--- src/shared/aar_pkg.sv ---
// Purpose: constants shared by the advertisement register block
// Assumes: apb with 32-bit data, one aligned word per register
// Notes: offsets are byte addresses on the apb
package aar_pkg;

    // register byte offsets
    localparam logic [11:0] ADDR_ADV = 12'h004;
    localparam logic [11:0] ADDR_CTRL = 12'h008;
    localparam logic [11:0] ADDR_STAT = 12'h00c;

    // advertisement field positions
    localparam int BIT_RFAULT = 13;
    localparam int BIT_RSVD12 = 12;
    localparam int BIT_ASYM = 11;
    localparam int BIT_SYM = 10;
    localparam int BIT_FD100 = 8;
    localparam int BIT_HD100 = 7;
    localparam int BIT_FD10 = 6;
    localparam int BIT_HD10 = 5;
    localparam int SEL_MSB = 4;

    // writable bits; 15:14 and 9 always read zero
    localparam logic [15:0] ADV_WR_MASK = 16'h3dff;
    // constant part of the default before straps are known
    localparam logic [15:0] ADV_RST_VAL = 16'h0081;
    localparam logic [4:0] SEL_IEEE = 5'h01;

    // control and status fields
    localparam int CTRL_RELOAD = 0;
    localparam int STAT_VALID = 9;
    localparam int STAT_READY = 10;

    // strap vector positions
    localparam int STRAP_W = 9;
    localparam int S_AUTONEG = 0;
    localparam int S_SPEED = 1;
    localparam int S_DUPLEX = 2;
    localparam int S_MFC1 = 3;
    localparam int S_MFC2 = 4;
    localparam int S_FDFC1 = 5;
    localparam int S_FDFC2 = 6;
    localparam int S_PORT2 = 7;
    localparam int S_EXT1 = 8;

    // edges the synchroniser needs before a strap sample is trusted
    localparam logic [1:0] STRAP_SETTLE = 2'h2;

    typedef enum logic [0:0] {
        ST_WAIT = 1'b0,
        ST_IDLE = 1'b1
    } aar_state_t;

endpackage

--- src/rtl/aar_adv_reg.sv ---
// Purpose: per-port auto-negotiation advertisement register on apb
// Assumes: loader writes arrive on the system clock, straps are pins
// Notes: one wait state on every apb access
//////////////////////////////////////////////////////////////////////
// Functional notes
// - the advertisement register sits at index 4, 16 bits, read/write.
// - the serial loader overwrites it after reset release and after reload.
// - bit 13 advertises remote fault when set and resets to zero.
// - bits 11 and 10 advertise asymmetric and symmetric pause when one.
// - with port 1 in an external mode both pause bits reset to zero.
// - else manual strap low gives sym one, asym from the fd strap; high gives 0.
// - bit 8 advertises 100 full, resets 0 for external port 1, else 1.
// - bit 7 advertises 100 half duplex and always resets to one.
// - bit 6 resets 1 external, else autoneg or (not speed and duplex).
// - bit 5 resets 1 external, else autoneg or not speed.
// - bits 4:0 hold the selector and reset to the ieee 802.3 code.
// - straps are sampled when chip reset releases and held thereafter.
//
// The implementer's own choice: register access over APB.
module aar_adv_reg
    import aar_pkg::*;
(
    input wire logic clk, // system clock, 250 mhz
    input wire logic rst_n, // chip reset, async, active low
    input wire logic psel, // apb select
    input wire logic penable, // apb enable
    input wire logic pwrite, // apb direction, high writes
    input wire logic [11:0] paddr, // apb byte address
    input wire logic [31:0] pwdata, // apb write data
    input wire logic [3:0] pstrb, // apb byte strobes
    output logic [31:0] prdata, // apb read data
    output logic pready, // apb ready
    output logic pslverr, // apb error, unmapped address
    input wire logic autonegStrap, // autoneg enable strap pin
    input wire logic speedStrap, // speed select strap pin
    input wire logic duplexStrap, // duplex select strap pin
    input wire logic manualFlowCtrlStrapPort1, // manual flow ctrl, port 1
    input wire logic manualFlowCtrlStrapPort2, // manual flow ctrl, port 2
    input wire logic fullDuplexFlowCtrlStrapPort1, // fd flow ctrl, port 1
    input wire logic fullDuplexFlowCtrlStrapPort2, // fd flow ctrl, port 2
    input wire logic portIsTwo, // this instance serves port 2
    input wire logic port1ExtMode, // port 1 uses an external mode
    input wire logic loadValid, // loader write strobe
    input wire logic [15:0] loadData, // loader write data
    output logic reloadReq, // one-cycle reload command to the loader
    output logic [15:0] advAbilities // advertised abilities to the engine
);

    //////////////////////////////////////////////////////////////////
    // strap capture

    logic [STRAP_W-1:0] strapPins;
    logic [STRAP_W-1:0] strapLatched;
    logic strapValid;

    // gather pins in the package order
    assign strapPins[S_AUTONEG] = autonegStrap;
    assign strapPins[S_SPEED] = speedStrap;
    assign strapPins[S_DUPLEX] = duplexStrap;
    assign strapPins[S_MFC1] = manualFlowCtrlStrapPort1;
    assign strapPins[S_MFC2] = manualFlowCtrlStrapPort2;
    assign strapPins[S_FDFC1] = fullDuplexFlowCtrlStrapPort1;
    assign strapPins[S_FDFC2] = fullDuplexFlowCtrlStrapPort2;
    assign strapPins[S_PORT2] = portIsTwo;
    assign strapPins[S_EXT1] = port1ExtMode;

    aar_strap_latch u_latch (
        .clk(clk),
        .rst_n(rst_n),
        .strapPins(strapPins),
        .strapLatched(strapLatched),
        .strapValid(strapValid)
    );

    //////////////////////////////////////////////////////////////////
    // default value from the held straps

    logic extMode;
    logic manFc;
    logic fdFc;
    logic an;
    logic spd;
    logic dup;
    logic [15:0] advDefault;

    // pick this port's flow control straps
    assign extMode = !strapLatched[S_PORT2] && strapLatched[S_EXT1];
    assign manFc = strapLatched[S_PORT2] ? strapLatched[S_MFC2] : strapLatched[S_MFC1];
    assign fdFc = strapLatched[S_PORT2] ? strapLatched[S_FDFC2] : strapLatched[S_FDFC1];
    assign an = strapLatched[S_AUTONEG];
    assign spd = strapLatched[S_SPEED];
    assign dup = strapLatched[S_DUPLEX];

    // reserved bits stay zero in the default word
    always_comb begin
        advDefault = '0;
        advDefault[BIT_RFAULT] = 1'b0;
        advDefault[BIT_RSVD12] = 1'b0;
        if (extMode) begin
            advDefault[BIT_ASYM] = 1'b0;
            advDefault[BIT_SYM] = 1'b0;
        end else if (!manFc) begin
            advDefault[BIT_ASYM] = fdFc;
            advDefault[BIT_SYM] = 1'b1;
        end else begin
            advDefault[BIT_ASYM] = 1'b0;
            advDefault[BIT_SYM] = 1'b0;
        end
        advDefault[BIT_FD100] = !extMode;
        advDefault[BIT_HD100] = 1'b1;
        advDefault[BIT_FD10] = extMode | an | (!spd & dup);
        advDefault[BIT_HD10] = extMode | an | !spd;
        advDefault[SEL_MSB:0] = SEL_IEEE;
    end

    //////////////////////////////////////////////////////////////////
    // state

    typedef struct packed {
        aar_state_t st;
        logic [15:0] adv;
        logic pready;
        logic pslverr;
        logic [31:0] prdata;
        logic reloadReq;
    } aar_regs_t;

    aar_regs_t q;
    aar_regs_t d;

    logic setup;
    logic done;
    logic hitAdv;
    logic hitCtrl;
    logic hitStat;
    logic defLoad;
    logic [15:0] laneMask;
    logic [15:0] swWord;

    // the access phase costs two cycles; pready rises in the second
    assign setup = psel && penable && !q.pready;
    assign done = psel && penable && q.pready;
    assign hitAdv = (paddr == ADDR_ADV);
    assign hitCtrl = (paddr == ADDR_CTRL);
    assign hitStat = (paddr == ADDR_STAT);
    assign defLoad = (q.st == ST_WAIT) && strapValid;

    // byte strobes gate the two low lanes, bits 15:14 and 9 never land
    assign laneMask = {{8{pstrb[1]}}, {8{pstrb[0]}}} & ADV_WR_MASK;
    assign swWord = (q.adv & ~laneMask) | (pwdata[15:0] & laneMask);

    //////////////////////////////////////////////////////////////////
    // next state: apb slave, default load and loader writes
    always_comb begin
        d = q;
        d.reloadReq = 1'b0;
        d.pready = 1'b0;
        // answer phase: data and error are registered on the same edge as pready
        if (setup) begin
            d.pready = 1'b1;
            d.pslverr = !(hitAdv || hitCtrl || hitStat);
            d.prdata = '0;
            if (!pwrite && hitAdv) begin
                d.prdata[15:0] = q.adv;
            end else if (!pwrite && hitStat) begin
                d.prdata[STRAP_W-1:0] = strapLatched;
                d.prdata[STAT_VALID] = strapValid;
                d.prdata[STAT_READY] = (q.st == ST_IDLE);
            end
        end
        // writes take effect on the edge that closes the transfer
        if (done && pwrite && hitAdv) begin
            d.adv = swWord;
        end
        if (done && pwrite && hitCtrl && pstrb[0]) begin
            d.reloadReq = pwdata[CTRL_RELOAD];
        end
        case (q.st)
            ST_WAIT: begin
                // straps not known yet; the default wins over any write
                if (defLoad) begin
                    d.adv = advDefault;
                    d.st = ST_IDLE;
                end
            end
            ST_IDLE: begin
                // loader has priority over a software write in one cycle
                if (loadValid) begin
                    d.adv = loadData & ADV_WR_MASK;
                end
            end
            default: begin
                d.st = ST_WAIT;
            end
        endcase
        d.adv = d.adv & ADV_WR_MASK;
    end

    // state register
    always_ff @(posedge clk or negedge rst_n) begin
        if (!rst_n) begin
            q.st <= ST_WAIT;
            q.adv <= ADV_RST_VAL;
            q.pready <= 1'b0;
            q.pslverr <= 1'b0;
            q.prdata <= '0;
            q.reloadReq <= 1'b0;
        end else begin
            q <= d;
        end
    end

    // outputs straight from flops
    assign prdata = q.prdata;
    assign pready = q.pready;
    assign pslverr = q.pslverr;
    assign reloadReq = q.reloadReq;
    assign advAbilities = q.adv;

    //////////////////////////////////////////////////////////////////
    // checks

    property p_rdAdv;
        @(posedge clk) disable iff (!rst_n)
        (setup && !pwrite && hitAdv) |=> (pready && prdata == {16'h0, $past(q.adv)});
    endproperty
    a_rdAdv: assert property (p_rdAdv)
        else $error("advertisement read returned wrong data");

    property p_load;
        @(posedge clk) disable iff (!rst_n)
        (q.st == ST_IDLE && loadValid) |=> (advAbilities == ($past(loadData) & ADV_WR_MASK));
    endproperty
    a_load: assert property (p_load)
        else $error("loader write not applied");

    property p_reload;
        @(posedge clk) disable iff (!rst_n)
        (done && pwrite && hitCtrl && pstrb[0] && pwdata[CTRL_RELOAD]) |=> reloadReq ##1 !reloadReq;
    endproperty
    a_reload: assert property (p_reload)
        else $error("reload pulse wrong");

    property p_rfault;
        @(posedge clk) disable iff (!rst_n)
        defLoad |=> !advAbilities[BIT_RFAULT] && !advAbilities[BIT_RSVD12];
    endproperty
    a_rfault: assert property (p_rfault)
        else $error("remote fault default not zero");

    property p_swWrite;
        @(posedge clk) disable iff (!rst_n)
        (done && pwrite && hitAdv && q.st == ST_IDLE && !loadValid && pstrb == 4'hf)
        |=> advAbilities == ($past(pwdata[15:0]) & ADV_WR_MASK);
    endproperty
    a_swWrite: assert property (p_swWrite)
        else $error("software write not stored");

    property p_extPause;
        @(posedge clk) disable iff (!rst_n)
        (defLoad && extMode) |=> advAbilities[BIT_ASYM:BIT_SYM] == 2'h0;
    endproperty
    a_extPause: assert property (p_extPause)
        else $error("external mode pause default not zero");

    property p_pause;
        @(posedge clk) disable iff (!rst_n)
        (defLoad && !extMode) |=> advAbilities[BIT_ASYM:BIT_SYM] ==
            ($past(manFc) ? 2'h0 : {$past(fdFc), 1'b1});
    endproperty
    a_pause: assert property (p_pause)
        else $error("pause default wrong");

    property p_speed100;
        @(posedge clk) disable iff (!rst_n)
        defLoad |=> advAbilities[BIT_FD100] == !$past(extMode) && advAbilities[BIT_HD100];
    endproperty
    a_speed100: assert property (p_speed100)
        else $error("100 mbit defaults wrong");

    property p_hd100;
        @(posedge clk) disable iff (!rst_n)
        defLoad |=> advAbilities[BIT_HD100] ##0 advAbilities[SEL_MSB:0] == SEL_IEEE;
    endproperty
    a_hd100: assert property (p_hd100)
        else $error("100 half duplex default not one");

    property p_fd10;
        @(posedge clk) disable iff (!rst_n)
        defLoad |=> advAbilities[BIT_FD10] ==
            ($past(extMode) | $past(an) | (!$past(spd) & $past(dup)));
    endproperty
    a_fd10: assert property (p_fd10)
        else $error("10 full duplex default wrong");

    property p_hd10;
        @(posedge clk) disable iff (!rst_n)
        defLoad |=> advAbilities[BIT_HD10] == ($past(extMode) | $past(an) | !$past(spd));
    endproperty
    a_hd10: assert property (p_hd10)
        else $error("10 half duplex default wrong");

    property p_sel;
        @(posedge clk) disable iff (!rst_n)
        defLoad |=> advAbilities[SEL_MSB:0] == SEL_IEEE;
    endproperty
    a_sel: assert property (p_sel)
        else $error("selector default wrong");

    property p_hold;
        @(posedge clk) disable iff (!rst_n)
        (strapValid && $past(strapValid)) |-> $stable(strapLatched);
    endproperty
    a_hold: assert property (p_hold)
        else $error("strap values moved after capture");

    property p_rsvd;
        @(posedge clk) disable iff (!rst_n)
        (advAbilities[15:14] == 2'h0) && !advAbilities[9];
    endproperty
    a_rsvd: assert property (p_rsvd)
        else $error("reserved bits not zero");

    property p_readyPulse;
        @(posedge clk) disable iff (!rst_n)
        pready |=> !pready;
    endproperty
    a_readyPulse: assert property (p_readyPulse)
        else $error("ready held longer than one cycle");

    property p_unmapped;
        @(posedge clk) disable iff (!rst_n)
        (setup && !(hitAdv || hitCtrl || hitStat)) |=> (pready && pslverr && prdata == 32'h0);
    endproperty
    a_unmapped: assert property (p_unmapped)
        else $error("unmapped access not refused");

    property p_waitHold;
        @(posedge clk) disable iff (!rst_n)
        (q.st == ST_WAIT && !defLoad && !(done && pwrite && hitAdv)) |=> $stable(advAbilities);
    endproperty
    a_waitHold: assert property (p_waitHold)
        else $error("register moved before straps were captured");

endmodule

--- src/rtl/aar_strap_latch.sv ---
// Purpose: synchronise configuration straps and capture them once
// Assumes: straps are quiet pins that settle while reset is held
// Notes: capture happens a few edges after reset release, then holds
module aar_strap_latch
    import aar_pkg::*;
(
    input wire logic clk, // system clock
    input wire logic rst_n, // chip reset, async, active low
    input wire logic [STRAP_W-1:0] strapPins, // raw strap pins
    output logic [STRAP_W-1:0] strapLatched, // held strap values
    output logic strapValid // high once captured
);

    typedef struct packed {
        logic [STRAP_W-1:0] s1;
        logic [STRAP_W-1:0] s2;
        logic [STRAP_W-1:0] held;
        logic [1:0] cnt;
        logic valid;
    } aar_latch_t;

    aar_latch_t q;
    aar_latch_t d;

    ////////////////////////////////////////////////////////////////////
    // sync chain, then a one-time capture once the chain has filled
    always_comb begin
        d = q;
        d.s1 = strapPins;
        d.s2 = q.s1;
        if (!q.valid) begin
            if (q.cnt == STRAP_SETTLE) begin
                d.held = q.s2;
                d.valid = 1'b1;
            end else begin
                d.cnt = q.cnt + 2'h1;
            end
        end
    end

    // later strap movement is ignored: held only changes before valid
    always_ff @(posedge clk or negedge rst_n) begin
        if (!rst_n) begin
            q <= '0;
        end else begin
            q <= d;
        end
    end

    assign strapLatched = q.held;
    assign strapValid = q.valid;

endmodule

--- config.mk ---
export PLATFORM = sky130hd
export DESIGN_NAME = aar_adv_reg
export DESIGN_NICKNAME = d
export VERILOG_FILES = /design/src/shared/aar_pkg.sv /design/src/rtl/aar_adv_reg.sv /design/src/rtl/aar_strap_latch.sv
export SDC_FILE = /design/constraint.sdc
export NUM_CORES = 1
export LEC_CHECK = 0
export BUFFER_PORTS_ARGS = -buffer_cell sky130_fd_sc_hd__clkbuf_2
export CORE_UTILIZATION = 31
export CTS_CLUSTER_DIAMETER = 150
export DETAILED_ROUTE_END_ITERATION = 8
export PLACE_DENSITY = 0.64
export SLEW_MARGIN = 0
export SYNTH_ARGS = -nofsm -noshare
export SYNTH_HDL_FRONTEND = slang
export SYNTH_SLANG_ARGS = --single-unit
--- constraint.sdc ---
create_clock -name clk -period 1.78 [get_ports clk]
set_clock_uncertainty 0.05 [all_clocks]
set_input_delay 0.089 -clock clk [delete_from_list [all_inputs] [get_ports clk]]
set_output_delay 0.089 -clock clk [all_outputs]
set_load 0.03 [all_outputs]
==> flow_metrics.tcl <==
set metrics [dict create \
    tightest_hold_check_type "input port to register" \
    die_h_um 98.4 \
    final_critical_path_share_of_the_clock_period 0.846 \
    grt_max_degree 58 \
    post_cts_repair_setup_buffers 0 \
    timing_hold_violations_final 0 \
    post-layout-total-power_mw 3.52 \
    tritoncts "done" \
    post_drt_wl_per_cell_um 14.2 \
    worstPathBufferInverterCount 1 \
    area_growth_pct 32.1 \
    cts.clk_slew.worst_paths_ns 0.07 \
    worstPathArrival_ns 1.67 \
    max_rail_drop_vdd_uv 343 \
    yosysMostFrequentCell "sky130_fd_sc_hd__dfrtp_1" \
    yosysTopAreaCell "sky130_fd_sc_hd__dfrtp_1" \
    route.antenna.remaining_nets 0 \
    insertedDiodeCount 0 \
    final.min_clock_period_ns 1.51 \
    drt_wl_total_um 6850 \
    cpLargestDelayFamily "simple AND/OR/NAND/NOR gates" \
    violations "DRC" \
    max_clock_freq_mhz 664 \
    yosys_register_bits 61 \
    dr.first_iter.drc_count 93 \
    path_max_fanout 7 \
    design.die.area_um2 9680 \
    synthesis.area_per_instance_um2 10.9 \
    die_w_um 98.4 \
    ctsRootBufferMaster "sky130_fd_sc_hd__clkbuf_8" \
    final_weighted_congestion_of_routability_driven_global_placement 0.817 \
    whs_path_depth 3 \
    io_pins 130 \
    ctsLongestPathBuffers 2 \
    synth.cell_area_um2 2880 \
    crit_path_launch_type "register" \
    worst-r2r-setup-slack_ns 0.27 \
    grt_pass1_wl_um 11200 \
    slowest_stage "sky130_fd_sc_hd__dfrtp_1" \
    detailroute.via_count 2236 \
    synth_async_sr_flop_share 1.00 \
    final_cells 481 \
    worst-path-stages 5 \
    final_core_util 0.430 \
    crit_path_category "register to register" \
    post_synth_edffs 0 \
    via_per_inst 4.65 \
    number_of_buffers_added_by_the_clock_tree_synthesis_step 9 \
    cp_slowest_stage_delay_ns 0.37 \
    initial_utilization 0.325 \
    path_cells "nand4_1 -> nor4_4 -> buf_4 -> and2_1 -> o211ai_1" \
    cp.required_ns 1.94 \
    dp_slack_ns -0.0753 \
    cell_types_occupying_the_most_area_after_synthesis "sky130_fd_sc_hd__dfrtp_1, sky130_fd_sc_hd__buf_4, sky130_fd_sc_hd__mux2_2" \
    clkSinkCount 61 \
    htree_num_levels 3 \
    fillers 866 \
    core.rowCount 34 \
    report.final.slew_viol_count 0 \
    drc_violations_left 9 \
    grt_overflow 0 \
    run_status "finished, violations left" \
    synth_top_cell_area_share 0.513 \
    hpwl_reported_at_the_end_of_detailed_placement_um 4980 \
    final-setup-viol-count 0 \
    end_kind "register" \
    synth_common_cells "sky130_fd_sc_hd__dfrtp_1, sky130_fd_sc_hd__buf_4, sky130_fd_sc_hd__nand2_1, sky130_fd_sc_hd__nor2_1, sky130_fd_sc_hd__nand4_1" \
    synthDistinctLibCells 37 \
    buffer_ports.inserted 84 \
    postSynthCellCount 265 \
    placed_area_um2 3210 \
    setup_ws_ns 0.273 \
    nNetsFinal 448 \
    antenna_found_initial 0 \
    insertion_delay_ns 0.34 \
    r2r.worst_path.cells 5 \
    placedCellCount 430 \
    groute.usage.overall 0.153 \
    cap_violations 0 \
    rsz0062_at_grt "false" \
    core_region_area_um2 8850 \
    grt_pass1_vias 2298 \
    synth_top_flop_cell "sky130_fd_sc_hd__dfrtp_1" \
    synth_seq_area_share 0.531 \
    p_leak_nw 1.84 \
    drive_gt1_frac 0.365 \
    design_area_um2 3800 \
    drt_pre_antenna_iters 9 \
    yosys_warnings 0 \
    power.density_nw_per_um2 925 \
]
-- power by group --
group	switching, mW	total, mW	internal [mW]
Clock	0.536	1.50	0.965
Sequential	0.0512	1.52	1.47
Combinational	0.311	0.498	0.187
-- per-stage QoR --
stage	TNS, ns	hold WS, ns
6_report	0	0.0450
5_1_grt	0	0.0471
4_1_cts	0	0.0236
3_5_place_dp	-0.627	-0.126
3_3_place_gp	-0.157	-0.129
2_1_floorplan	0	-0.257
-- worst min-delay path, delay by kind of cell --
family	cells	cell delay (ns)
AND/OR/NAND/NOR	1	0.08
buffers and inverters	1	0.14
AO/OA/AOI/OAI	1	0.08
-- per-layer routing --
metal / track usage / wire length [µm]
met5: 0 / 0
met4: 0.0620 / 167
met3: 0.0508 / 418
met2: 0.247 / 3340
met1: 0.188 / 2920
-- flip-flops by register name, indices dropped and copies added, names as in the netlist --
register / count
prdata: 14
advAbilities: 13
u_latch.q: 11
u_latch.d: 9
u_latch.strapLatched: 9
pready: 1
pslverr: 1
q: 1
reloadReq: 1
u_latch.strapValid: 1
-- worst paths after layout --
path / startpoint / to
min reg2reg: u_latch.d[16]$_DFF_PN0_ / u_latch.q[16]$_DFF_PN0_
max reg2reg: pready$_DFF_PN0_ / advAbilities[13]$_DFF_PN0_
max: pready$_DFF_PN0_ / advAbilities[13]$_DFF_PN0_
max in group asynchronous: rst_n / advAbilities[7]$_DFF_PN1_
min in group asynchronous: rst_n / u_latch.d[15]$_DFF_PN0_
min: pstrb[1] / advAbilities[10]$_DFF_PN0_
-- placed cells by master (no fill, tap or decap), types with 2 or more instances in the layout --
cell type	netlist	final
sky130_fd_sc_hd__a221o_1	5	5
sky130_fd_sc_hd__dlygate4sd3_1	0	35
sky130_fd_sc_hd__clkbuf_2	0	84
sky130_fd_sc_hd__clkinvlp_4	0	2
sky130_fd_sc_hd__nand2_1	27	27
sky130_fd_sc_hd__conb_1	1	21
sky130_fd_sc_hd__or3b_2	2	2
sky130_fd_sc_hd__nor4_4	2	2
sky130_fd_sc_hd__nand3_1	3	3
sky130_fd_sc_hd__a211oi_1	5	5
sky130_fd_sc_hd__or4_4	2	2
sky130_fd_sc_hd__dfstp_2	2	2
sky130_fd_sc_hd__and3_1	7	7
sky130_fd_sc_hd__a221oi_1	5	5
sky130_fd_sc_hd__clkbuf_8	0	10
sky130_fd_sc_hd__mux2_2	9	9
sky130_fd_sc_hd__nor2_1	16	16
sky130_fd_sc_hd__inv_1	4	4
sky130_fd_sc_hd__o211ai_1	10	10
sky130_fd_sc_hd__and2_1	3	3
sky130_fd_sc_hd__buf_4	51	13
sky130_fd_sc_hd__bufinv_16	0	3
sky130_fd_sc_hd__o21ai_0	4	4
sky130_fd_sc_hd__a31oi_1	2	2
sky130_fd_sc_hd__a21oi_1	3	3
sky130_fd_sc_hd__a22oi_1	2	2
sky130_fd_sc_hd__or2_2	4	4
sky130_fd_sc_hd__nand2b_1	5	5
sky130_fd_sc_hd__nor2b_1	2	2
sky130_fd_sc_hd__nand4_1	11	11
sky130_fd_sc_hd__dfrtp_1	59	59
-- area by class of cell --
type / instances / area, µm² / share of cell area
flip-flops and latches: 61 / 1530 / 0.402
multi-input cells: 159 / 988 / 0.260
repair buffers: 133 / 888 / 0.234
clock buffers: 10 / 138 / 0.0362
well taps: 108 / 135 / 0.0355
clock inverters: 6 / 110 / 0.0289
inverters: 4 / 15.0 / 0.00395
-- cell families after synthesis --
logic type | Yosys count | share of synthesized area
simple gates | 88 | 0.171
buf+inv | 65 | 0.152
flops | 61 | 0.531
compound gates | 39 | 0.102
mux | 9 | 0.0352
fa+ha+maj | 1 | 0.00435
other cells | 1 | 0.00130
xor+xnor | 1 | 0.00304
-- what timing repair did --
item	4_1_cts	5_1_grt
hold buffers	35	0
resized for setup	0	0
endpoints found under the hold margin	81	0
Note: power is estimated with default switching activity, not from simulation.
